===== config.mk =====
export PLATFORM = sky130hd
export DESIGN_NAME = mpp_port
export DESIGN_NICKNAME = d
export VERILOG_FILES = /design/src/mpp_pkg.sv /design/src/mpp_port.sv
export SDC_FILE = /design/constraint.sdc
export NUM_CORES = 1
export LEC_CHECK = 0
export ABC_CLOCK_PERIOD_IN_PS = 4200
export BUFFER_PORTS_ARGS = -buffer_cell sky130_fd_sc_hd__buf_2
export CAP_MARGIN = 20
export CORE_MARGIN = 1.5
export CORE_UTILIZATION = 54
export DETAILED_ROUTE_END_ITERATION = 8
export GPL_ROUTABILITY_DRIVEN = 0
export GPL_TIMING_DRIVEN = 0
export PLACE_DENSITY = 0.77
export SLEW_MARGIN = 20
export SYNTH_ARGS = -nofsm -noshare
export SYNTH_HDL_FRONTEND = slang
export SYNTH_SLANG_ARGS = --single-unit

===== constraint.sdc =====
create_clock -name clk -period 4.2 [get_ports clk]
set_input_delay 0.84 -clock clk [delete_from_list [all_inputs] [get_ports clk]]
set_output_delay 0.84 -clock clk [all_outputs]
set_load 0.02 [all_outputs]

===== src/mpp_pkg.sv =====
package mpp_pkg;

  // ==========================================================================
  // register byte offsets
  localparam logic [7:0] OFF_P0_OUT = 8'h00;
  localparam logic [7:0] OFF_P0_DIR = 8'h04;
  localparam logic [7:0] OFF_P0_PLU = 8'h08;
  localparam logic [7:0] OFF_P1_OUT = 8'h0c;
  localparam logic [7:0] OFF_P1_DIR = 8'h10;
  localparam logic [7:0] OFF_P1_PLU = 8'h14;
  localparam logic [7:0] OFF_P2_IN = 8'h18;
  localparam logic [7:0] OFF_P2_PLU = 8'h1c;
  localparam logic [7:0] OFF_P6_OUT = 8'h20;
  localparam logic [7:0] OFF_P6_DIR = 8'h24;
  localparam logic [7:0] OFF_P6_PLU = 8'h28;
  localparam logic [7:0] OFF_P7_OUT = 8'h2c;
  localparam logic [7:0] OFF_P7_DIR = 8'h30;
  localparam logic [7:0] OFF_P7_RES = 8'h34;
  localparam logic [7:0] OFF_P8_OUT = 8'h38;
  localparam logic [7:0] OFF_P8_DIR = 8'h3c;
  localparam logic [7:0] OFF_P8_PLU = 8'h40;
  localparam logic [7:0] OFF_PA_IN = 8'h44;
  localparam logic [7:0] OFF_PA_RES = 8'h48;
  localparam logic [7:0] OFF_RST_CTL = 8'h4c;

  // ==========================================================================
  // resistor select field layout for ports 7 and A
  localparam int RES_EN_LSB = 0;
  localparam int RES_DN_LSB = 8;

  // reset-control register fields
  localparam int RST_BIT_POS = 0;
  localparam int RST_GO_POS = 1;

  // ==========================================================================
  // reset values
  localparam logic [3:0] RST_P0_DIR = 4'h0;
  localparam logic [3:0] RST_P0_PLU = 4'h0;
  localparam logic [4:0] RST_P1_OUT = 5'h00;
  localparam logic [4:0] RST_P1_DIR = 5'h01;
  localparam logic [4:0] RST_P1_PLU = 5'h00;
  localparam logic [3:0] RST_P2_PLU = 4'h0;
  localparam logic [7:0] RST_P6_DIR = 8'h00;
  localparam logic [7:0] RST_P6_PLU = 8'h00;
  localparam logic [1:0] RST_P7_DIR = 2'h0;
  localparam logic [1:0] RST_P7_RES = 2'h0;
  localparam logic [7:0] RST_P8_DIR = 8'h00;
  localparam logic [7:0] RST_P8_PLU = 8'h00;
  localparam logic [7:0] RST_PA_RES = 8'h00;

  // ==========================================================================
  // timing: clock stabilisation wait after the reset pin rises
  localparam int CLK_MHZ = 200;
  localparam int STAB_US = 50;
  localparam int STAB_CYC = STAB_US * CLK_MHZ;
  // software reset pulse driven on the pin
  localparam int SWRST_NS = 1000;
  localparam int SWRST_CYC = (SWRST_NS * CLK_MHZ + 999) / 1000;

  // ==========================================================================
  // carrier types
  typedef struct packed {
    logic [3:0] p0;
    logic [4:0] p1;
    logic [3:0] p2;
    logic [7:0] p6;
    logic [1:0] p7;
    logic [7:0] p8;
    logic [7:0] pa;
  } mpp_pins_s;

  typedef enum logic [1:0] {
    ST_HOLD,
    ST_WAIT,
    ST_RUN,
    ST_SWRST
  } mpp_rst_e;

  typedef struct packed {
    logic [3:0] p0_out;
    logic [3:0] p0_dir;
    logic [3:0] p0_plu;
    logic [4:0] p1_out;
    logic [4:0] p1_dir;
    logic [4:0] p1_plu;
    logic [3:0] p2_plu;
    logic [7:0] p6_out;
    logic [7:0] p6_dir;
    logic [7:0] p6_plu;
    logic [1:0] p7_out;
    logic [1:0] p7_dir;
    logic [1:0] p7_res_en;
    logic [1:0] p7_res_dn;
    logic [7:0] p8_out;
    logic [7:0] p8_dir;
    logic [7:0] p8_plu;
    logic [7:0] pa_res_en;
    logic [7:0] pa_res_dn;
    logic rst_bit;
    mpp_rst_e rst_st;
    logic [31:0] cnt;
    logic [31:0] prdata;
    mpp_pins_s s1;
    mpp_pins_s s2;
    mpp_pins_s s3;
    mpp_pins_s pin_f;
    logic [2:0] rpin_sync;
  } mpp_state_s;

endpackage


===== src/mpp_port.sv =====
// Added by the designer: the register addresses and the APB interface to the registers.
`timescale 1ns/10ps
// What this block does
// - port 0: four bits, own direction, pull-up
// - port 0 resets to input, no pull-up
// - port 1: five bits, own direction, pull-up
// - port 1 bit0 resets output low
// - port 2: four inputs, pull-ups off at reset
// - reset pin bit open-drain, low on software reset
// - pin low resets; wait clock settle after release
// - port 6: eight bits, reset to input
// - port 7: two bits, up or down resistor
// - port 8: eight LED-capable bits, reset input
// - port A: eight bits, unmixed up or down
module mpp_port #(
  parameter int STAB_CYCLES = mpp_pkg::STAB_CYC,
  parameter int SWRST_CYCLES = mpp_pkg::SWRST_CYC
) (
  input wire logic clk,
  input wire logic arst_n,
  input wire logic psel,
  input wire logic penable,
  input wire logic pwrite,
  input wire logic [7:0] paddr,
  input wire logic [31:0] pwdata,
  output logic [31:0] prdata,
  output logic pready,
  output logic pslverr,
  input wire mpp_pkg::mpp_pins_s pin_in,
  output mpp_pkg::mpp_pins_s pin_out,
  output mpp_pkg::mpp_pins_s pin_oe,
  output mpp_pkg::mpp_pins_s pin_pullup,
  output logic [1:0] p7_pulldown,
  output logic [7:0] pa_pulldown,
  input wire logic external_reset_low_pin_in,
  output logic external_reset_low_pin_out,
  output logic external_reset_low_pin_oe,
  output logic core_reset_n
);

  mpp_pkg::mpp_state_s q;
  mpp_pkg::mpp_state_s next_q;
  logic wr;
  logic rd;
  logic hit;
  logic rpin_hi;
  logic rpin_lo;
  mpp_pkg::mpp_pins_s rdv;

  // ==========================================================================
  // bus decode
  assign wr = psel & penable & pwrite;
  // read data is fetched in the setup phase so it stands in the access phase
  assign rd = psel & ~penable & ~pwrite;
  assign pready = 1'b1;
  assign pslverr = psel & penable & ~hit;
  assign prdata = q.prdata;

  // a change of the reset pin counts once the second and third stages agree
  assign rpin_hi = q.rpin_sync[1] & q.rpin_sync[2];
  assign rpin_lo = ~q.rpin_sync[1] & ~q.rpin_sync[2];

  // ==========================================================================
  // read value per port: pin level for inputs, latch for outputs
  always_comb begin
    rdv.p0 = (q.p0_dir & q.p0_out) | (~q.p0_dir & q.pin_f.p0);
    rdv.p1 = (q.p1_dir & q.p1_out) | (~q.p1_dir & q.pin_f.p1);
    rdv.p2 = q.pin_f.p2;
    rdv.p6 = (q.p6_dir & q.p6_out) | (~q.p6_dir & q.pin_f.p6);
    rdv.p7 = (q.p7_dir & q.p7_out) | (~q.p7_dir & q.pin_f.p7);
    rdv.p8 = (q.p8_dir & q.p8_out) | (~q.p8_dir & q.pin_f.p8);
    rdv.pa = q.pin_f.pa;
  end

  // ==========================================================================
  // next-state logic
  always_comb begin
    next_q = q;
    // offsets outside the map raise the slave error
    hit = 1'b1;
    // input synchronisers, three stages
    next_q.s1 = pin_in;
    next_q.s2 = q.s1;
    next_q.s3 = q.s2;
    // a pin change counts once the second and third stages agree
    next_q.pin_f = (q.s2 & q.s3) | (q.pin_f & (q.s2 ^ q.s3));
    next_q.rpin_sync = {q.rpin_sync[1:0], external_reset_low_pin_in};
    // unmapped reads return zero
    next_q.prdata = 32'h0000_0000;
    case (paddr)
      // port 0 controls
      mpp_pkg::OFF_P0_OUT: begin
        next_q.prdata = {28'h0, rdv.p0};
        if (wr) begin
          next_q.p0_out = pwdata[3:0];
        end
      end
      mpp_pkg::OFF_P0_DIR: begin
        next_q.prdata = {28'h0, q.p0_dir};
        if (wr) begin
          next_q.p0_dir = pwdata[3:0];
        end
      end
      mpp_pkg::OFF_P0_PLU: begin
        next_q.prdata = {28'h0, q.p0_plu};
        if (wr) begin
          next_q.p0_plu = pwdata[3:0];
        end
      end
      // port 1 controls
      mpp_pkg::OFF_P1_OUT: begin
        next_q.prdata = {27'h0, rdv.p1};
        if (wr) begin
          next_q.p1_out = pwdata[4:0];
        end
      end
      mpp_pkg::OFF_P1_DIR: begin
        next_q.prdata = {27'h0, q.p1_dir};
        if (wr) begin
          next_q.p1_dir = pwdata[4:0];
        end
      end
      mpp_pkg::OFF_P1_PLU: begin
        next_q.prdata = {27'h0, q.p1_plu};
        if (wr) begin
          next_q.p1_plu = pwdata[4:0];
        end
      end
      // port 2 input and pull-ups
      mpp_pkg::OFF_P2_IN: begin
        next_q.prdata = {28'h0, rdv.p2};
      end
      mpp_pkg::OFF_P2_PLU: begin
        next_q.prdata = {28'h0, q.p2_plu};
        if (wr) begin
          next_q.p2_plu = pwdata[3:0];
        end
      end
      // port 6 controls
      mpp_pkg::OFF_P6_OUT: begin
        next_q.prdata = {24'h0, rdv.p6};
        if (wr) begin
          next_q.p6_out = pwdata[7:0];
        end
      end
      mpp_pkg::OFF_P6_DIR: begin
        next_q.prdata = {24'h0, q.p6_dir};
        if (wr) begin
          next_q.p6_dir = pwdata[7:0];
        end
      end
      mpp_pkg::OFF_P6_PLU: begin
        next_q.prdata = {24'h0, q.p6_plu};
        if (wr) begin
          next_q.p6_plu = pwdata[7:0];
        end
      end
      // port 7 controls and resistor select
      mpp_pkg::OFF_P7_OUT: begin
        next_q.prdata = {30'h0, rdv.p7};
        if (wr) begin
          next_q.p7_out = pwdata[1:0];
        end
      end
      mpp_pkg::OFF_P7_DIR: begin
        next_q.prdata = {30'h0, q.p7_dir};
        if (wr) begin
          next_q.p7_dir = pwdata[1:0];
        end
      end
      mpp_pkg::OFF_P7_RES: begin
        next_q.prdata = {22'h0, q.p7_res_dn, 6'h0, q.p7_res_en};
        if (wr) begin
          next_q.p7_res_en = pwdata[mpp_pkg::RES_EN_LSB +: 2];
          next_q.p7_res_dn = pwdata[mpp_pkg::RES_DN_LSB +: 2];
        end
      end
      // port 8 controls
      mpp_pkg::OFF_P8_OUT: begin
        next_q.prdata = {24'h0, rdv.p8};
        if (wr) begin
          next_q.p8_out = pwdata[7:0];
        end
      end
      mpp_pkg::OFF_P8_DIR: begin
        next_q.prdata = {24'h0, q.p8_dir};
        if (wr) begin
          next_q.p8_dir = pwdata[7:0];
        end
      end
      mpp_pkg::OFF_P8_PLU: begin
        next_q.prdata = {24'h0, q.p8_plu};
        if (wr) begin
          next_q.p8_plu = pwdata[7:0];
        end
      end
      // port A input and resistor select
      mpp_pkg::OFF_PA_IN: begin
        next_q.prdata = {24'h0, rdv.pa};
      end
      mpp_pkg::OFF_PA_RES: begin
        next_q.prdata = {16'h0, q.pa_res_dn, q.pa_res_en};
        if (wr) begin
          next_q.pa_res_en = pwdata[mpp_pkg::RES_EN_LSB +: 8];
          next_q.pa_res_dn = pwdata[mpp_pkg::RES_DN_LSB +: 8];
        end
      end
      // reset pin bit and software reset start
      mpp_pkg::OFF_RST_CTL: begin
        next_q.prdata = {30'h0, q.rst_st == mpp_pkg::ST_SWRST, q.rst_bit};
        if (wr) begin
          next_q.rst_bit = pwdata[mpp_pkg::RST_BIT_POS];
        end
      end
      default: begin
        hit = 1'b0;
      end
    endcase
    // read data holds until the next read
    if (!rd) begin
      next_q.prdata = q.prdata;
    end

    // reset sequencer
    case (q.rst_st)
      // held until the pin is seen high
      mpp_pkg::ST_HOLD: begin
        next_q.cnt = 32'h0;
        if (rpin_hi) begin
          next_q.rst_st = mpp_pkg::ST_WAIT;
        end
      end
      // count out the clock settle time
      mpp_pkg::ST_WAIT: begin
        next_q.cnt = q.cnt + 32'h1;
        if (rpin_lo) begin
          next_q.rst_st = mpp_pkg::ST_HOLD;
        end else if (q.cnt >= 32'(STAB_CYCLES - 1)) begin
          next_q.rst_st = mpp_pkg::ST_RUN;
        end
      end
      // running until the pin goes low or software resets
      mpp_pkg::ST_RUN: begin
        next_q.cnt = 32'h0;
        if (rpin_lo) begin
          next_q.rst_st = mpp_pkg::ST_HOLD;
        end else if (wr && paddr == mpp_pkg::OFF_RST_CTL && pwdata[mpp_pkg::RST_GO_POS]
                     && !q.rst_bit) begin
          next_q.rst_st = mpp_pkg::ST_SWRST;
        end
      end
      // pin pulled low for a fixed time
      mpp_pkg::ST_SWRST: begin
        next_q.cnt = q.cnt + 32'h1;
        if (q.cnt >= 32'(SWRST_CYCLES - 1)) begin
          next_q.rst_st = mpp_pkg::ST_HOLD;
        end
      end
      default: begin
        next_q.rst_st = mpp_pkg::ST_HOLD;
      end
    endcase

    // until the core runs the port controls take their reset values
    if (q.rst_st != mpp_pkg::ST_RUN) begin
      next_q.p0_out = 4'h0;
      next_q.p0_dir = mpp_pkg::RST_P0_DIR;
      next_q.p0_plu = mpp_pkg::RST_P0_PLU;
      next_q.p1_out = mpp_pkg::RST_P1_OUT;
      next_q.p1_dir = mpp_pkg::RST_P1_DIR;
      next_q.p1_plu = mpp_pkg::RST_P1_PLU;
      next_q.p2_plu = mpp_pkg::RST_P2_PLU;
      next_q.p6_out = 8'h00;
      next_q.p6_dir = mpp_pkg::RST_P6_DIR;
      next_q.p6_plu = mpp_pkg::RST_P6_PLU;
      next_q.p7_out = 2'h0;
      next_q.p7_dir = mpp_pkg::RST_P7_DIR;
      next_q.p7_res_en = mpp_pkg::RST_P7_RES;
      next_q.p7_res_dn = mpp_pkg::RST_P7_RES;
      next_q.p8_out = 8'h00;
      next_q.p8_dir = mpp_pkg::RST_P8_DIR;
      next_q.p8_plu = mpp_pkg::RST_P8_PLU;
      next_q.pa_res_en = mpp_pkg::RST_PA_RES;
      next_q.pa_res_dn = mpp_pkg::RST_PA_RES;
      next_q.rst_bit = 1'b1;
    end
  end

  // ==========================================================================
  // state register
  always_ff @(posedge clk or negedge arst_n) begin
    if (!arst_n) begin
      // port controls at their reset values, sequencer held
      q <= '0;
      q.p1_dir <= mpp_pkg::RST_P1_DIR;
      q.rst_bit <= 1'b1;
      q.rst_st <= mpp_pkg::ST_HOLD;
      q.rpin_sync <= 3'h0;
    end else begin
      q <= next_q;
    end
  end

  // ==========================================================================
  // pin drivers
  always_comb begin
    pin_out.p0 = q.p0_out;
    pin_out.p1 = q.p1_out;
    pin_out.p2 = 4'h0;
    pin_out.p6 = q.p6_out;
    pin_out.p7 = q.p7_out;
    pin_out.p8 = q.p8_out;
    pin_out.pa = 8'h00;
    pin_oe.p0 = q.p0_dir;
    pin_oe.p1 = q.p1_dir;
    pin_oe.p2 = 4'h0;
    pin_oe.p6 = q.p6_dir;
    pin_oe.p7 = q.p7_dir;
    pin_oe.p8 = q.p8_dir;
    pin_oe.pa = 8'h00;
  end

  // resistors are only applied to bits that are inputs
  always_comb begin
    pin_pullup.p0 = q.p0_plu & ~q.p0_dir;
    pin_pullup.p1 = q.p1_plu & ~q.p1_dir;
    pin_pullup.p2 = q.p2_plu;
    pin_pullup.p6 = q.p6_plu & ~q.p6_dir;
    pin_pullup.p7 = q.p7_res_en & ~q.p7_res_dn & ~q.p7_dir;
    pin_pullup.p8 = q.p8_plu & ~q.p8_dir;
    pin_pullup.pa = q.pa_res_en & ~q.pa_res_dn;
    p7_pulldown = q.p7_res_en & q.p7_res_dn & ~q.p7_dir;
    pa_pulldown = q.pa_res_en & q.pa_res_dn;
  end

  // open-drain reset pin: only pulls low during a software reset
  assign external_reset_low_pin_out = 1'b0;
  assign external_reset_low_pin_oe = (q.rst_st == mpp_pkg::ST_SWRST);
  assign core_reset_n = (q.rst_st == mpp_pkg::ST_RUN);

endmodule


==> impl_metrics.json <==
{
  "min_period_over_period_pct": 81.4,
  "num_rows": 58,
  "rsz0062_at_grt": "no",
  "grt_pass1_wl_um": 57800,
  "cts_resized": 0,
  "ir_worst_vdd_v": 0.000351,
  "end_kind": "output pin",
  "dr.first_iter.drc_count": 1177,
  "synth_edf_count": 0,
  "ys_seq_elements": 313,
  "worstSkewPairLatency_ps": 530,
  "max_slew_margin_pct": 41.9,
  "multi_input_area_um2": 5240,
  "final_max_slew_viol_count": 0,
  "nNetsFinal": 1673,
  "setup_viol": 0,
  "grt_max_degree": 103,
  "pin_count": 249,
  "netlist.area_leader.share_pct": 55.4,
  "yosysSeqAreaShare_pct": 55.7,
  "nFillCells": 1994,
  "hp-class": "in2async",
  "dieArea_um2": 27000,
  "yosysWarnings": 0,
  "p_leak_nw": 8.17,
  "start_util_pct": 55.3,
  "first_global_vias": 10300,
  "vias_per_cell": 5.68,
  "cts_setup_buffers": 0,
  "grt.total_usage_pct": 28.4,
  "worstMarginPinSlew_ps": 872,
  "cts_sinks": 313,
  "holdBufCountCts": 0,
  "maxCapViolations": 0,
  "syn_area_um2": 14100,
  "root_buffer": "clkbuf_16",
  "drive_gt1_share_pct": 26.2,
  "register_area_um2": 7840,
  "p_total_w": 0.00713,
  "min_period_ps": 3420,
  "fin_worst_skew_ps": 31.2,
  "crit_type": "in2out",
  "drtPass1Iterations": 8,
  "h-tree-depth": 2,
  "wl_per_cell_um": 20.0,
  "critPathArrivalTime_ps": 2580,
  "syn_area_per_cell_um2": 11.0,
  "hold_viol_final": 0,
  "diodes": 0,
  "crit_required_ps": 3360,
  "run_status": "finished clean",
  "setup_slack_ps": 779,
  "synth_flop_cell": "dfrtp_1",
  "async_flop_share_pct": 100,
  "clockBufferDepth": 3,
  "core_um2": 25400,
  "drc": 0,
  "layoutNonFillerInstCount": 1900,
  "ys_types": 74,
  "synth_top_area_cell": "dfrtp_1",
  "syn2layout_area_growth_pct": 19.6,
  "dpl_worst_slack_ps": 903,
  "cts_made_buffers": 34,
  "clock.fmax_mhz": 292,
  "critPathMaxFanout": 10,
  "die_w_um": 164,
  "numPortBuffers": 187,
  "grt-ovfl-total": 0,
  "hpwl_um": 27100,
  "start_kind": "primary input",
  "place_inst": 1841,
  "yosysMostFrequentCell": "dfrtp_1",
  "cts.clk_slew.worst_paths_ps": 60,
  "synth.area.top_cells": "dfrtp_1, buf_4, mux2i_1",
  "ys_top_cells_by_count": "dfrtp_1, nand2_1, buf_4",
  "drt-total-wl_um": 37900,
  "syn_inst": 1281,
  "vias": 10800,
  "ant_nets": 0,
  "p_per_area_nw_per_um2": 424,
  "die_y_um": 164,
  "cts_tree": "yes",
  "antenna_found_initial": 0
}
-- sequential cells by signal, summed over array words and instances (netlist names) --
signal      count
prdata         16
q             159
next_q         80
pin_pullup      4
pin_oe         27
pin_out        27
-- through the flow --
step                instance area (um^2)  util [%]  hold slack (ps)  setup TNS [ps]
floorplan                          14200         -              331               0
global placement                   15600      61.3              332        -1083430
detailed placement                 15700      61.6              335               0
CTS                                16800      66.2              214               0
global route                       16800      66.2              230               0
finish                             16800      66.2              216               0
-- path summary, 6_finish.rpt --
kind / start / end / slack, ps / cells after the start
worst min-delay path: arst_n / q[50] / 220 / 1
max in group asynchronous: arst_n / q[20] / 2810 / 3
min in group clk: next_q[104] / next_q[65] / 330 / 0
worst max register to register: q[223] / pin_out[17] / 1880 / 5
worst max-delay path: paddr[6] / pslverr / 780 / 7
worst min register to register: next_q[104] / next_q[65] / 330 / 0
-- critical path: stages --
cell     delay [ps]
buf_2           170
nor4b_4         680
a21oi_1         150
nor3_1          260
nor3_1          130
and3_1          200
buf_2           150
-- routing by layer --
layer	up-vias	global-route usage [%]	routed length, um	part of all wire [%]
met2	636	43.5	17200	45
li1	4832	-	-	-
met3	148	6.44	3660	9.6
met4	0	13.2	1800	4.7
met5	-	0	0	0
met1	5181	38.5	15300	40
-- cells in the final DEF (no fill, tap or decap), types with 5 or more instances in the layout --
| cell type | synthesis | layout |
|---|---|---|
| a21o_1 | 40 | 40 |
| a21oi_1 | 93 | 93 |
| a22o_1 | 10 | 10 |
| a22oi_1 | 7 | 7 |
| a32oi_1 | 7 | 7 |
| and2_1 | 38 | 38 |
| and3_1 | 9 | 9 |
| buf_2 | 15 | 201 |
| buf_4 | 118 | 118 |
| clkbuf_1 | 38 | 42 |
| clkbuf_16 | 0 | 35 |
| clkbuf_8 | 0 | 8 |
| conb_1 | 2 | 42 |
| dfrtp_1 | 311 | 311 |
| ha_1 | 41 | 41 |
| inv_1 | 6 | 6 |
| mux2_2 | 8 | 8 |
| mux2i_1 | 55 | 55 |
| nand2_1 | 121 | 121 |
| nand2b_1 | 6 | 6 |
| nand3_1 | 40 | 40 |
| nand4_1 | 5 | 5 |
| nor2_1 | 65 | 65 |
| nor2b_1 | 39 | 39 |
| nor3_1 | 10 | 10 |
| nor3b_1 | 7 | 7 |
| nor4_1 | 10 | 10 |
| o21ai_0 | 71 | 71 |
| xnor2_1 | 21 | 21 |
| xor2_1 | 8 | 8 |
-- cell families after synthesis --
kind of cell	synth area share [%]
and+or+nand+nor	14.6
DFF	55.7
AOI/OAI and AO/OA	11.5
buffers and inverters	8.07
muxes	4.56
adders and majority gates	3.65
xor gates and xnor gates	1.81
other	0.0534
-- report_power, final --
| part | internal, W | leakage [nW] | switching, W |
|---|---|---|---|
| clock | 0.00186 | 0.574 | 0.00121 |
| sequential | 0.00314 | 4.01 | 0.0000954 |
| combinational | 0.000229 | 3.59 | 0.000593 |
-- final cells by class --
| cell class | instances | area share [%] |
|---|---|---|
| multi-input combinational | 829 | 31.1 |
| clock inverter | 12 | 0.997 |
| clock buffer | 47 | 5.95 |
| timing repair buffer | 190 | 6.12 |
| tap | 330 | 2.45 |
| buffer | 173 | 6.61 |
| sequential | 313 | 46.6 |
| inverter | 6 | 0.134 |
(Power assumes the default switching activity.)
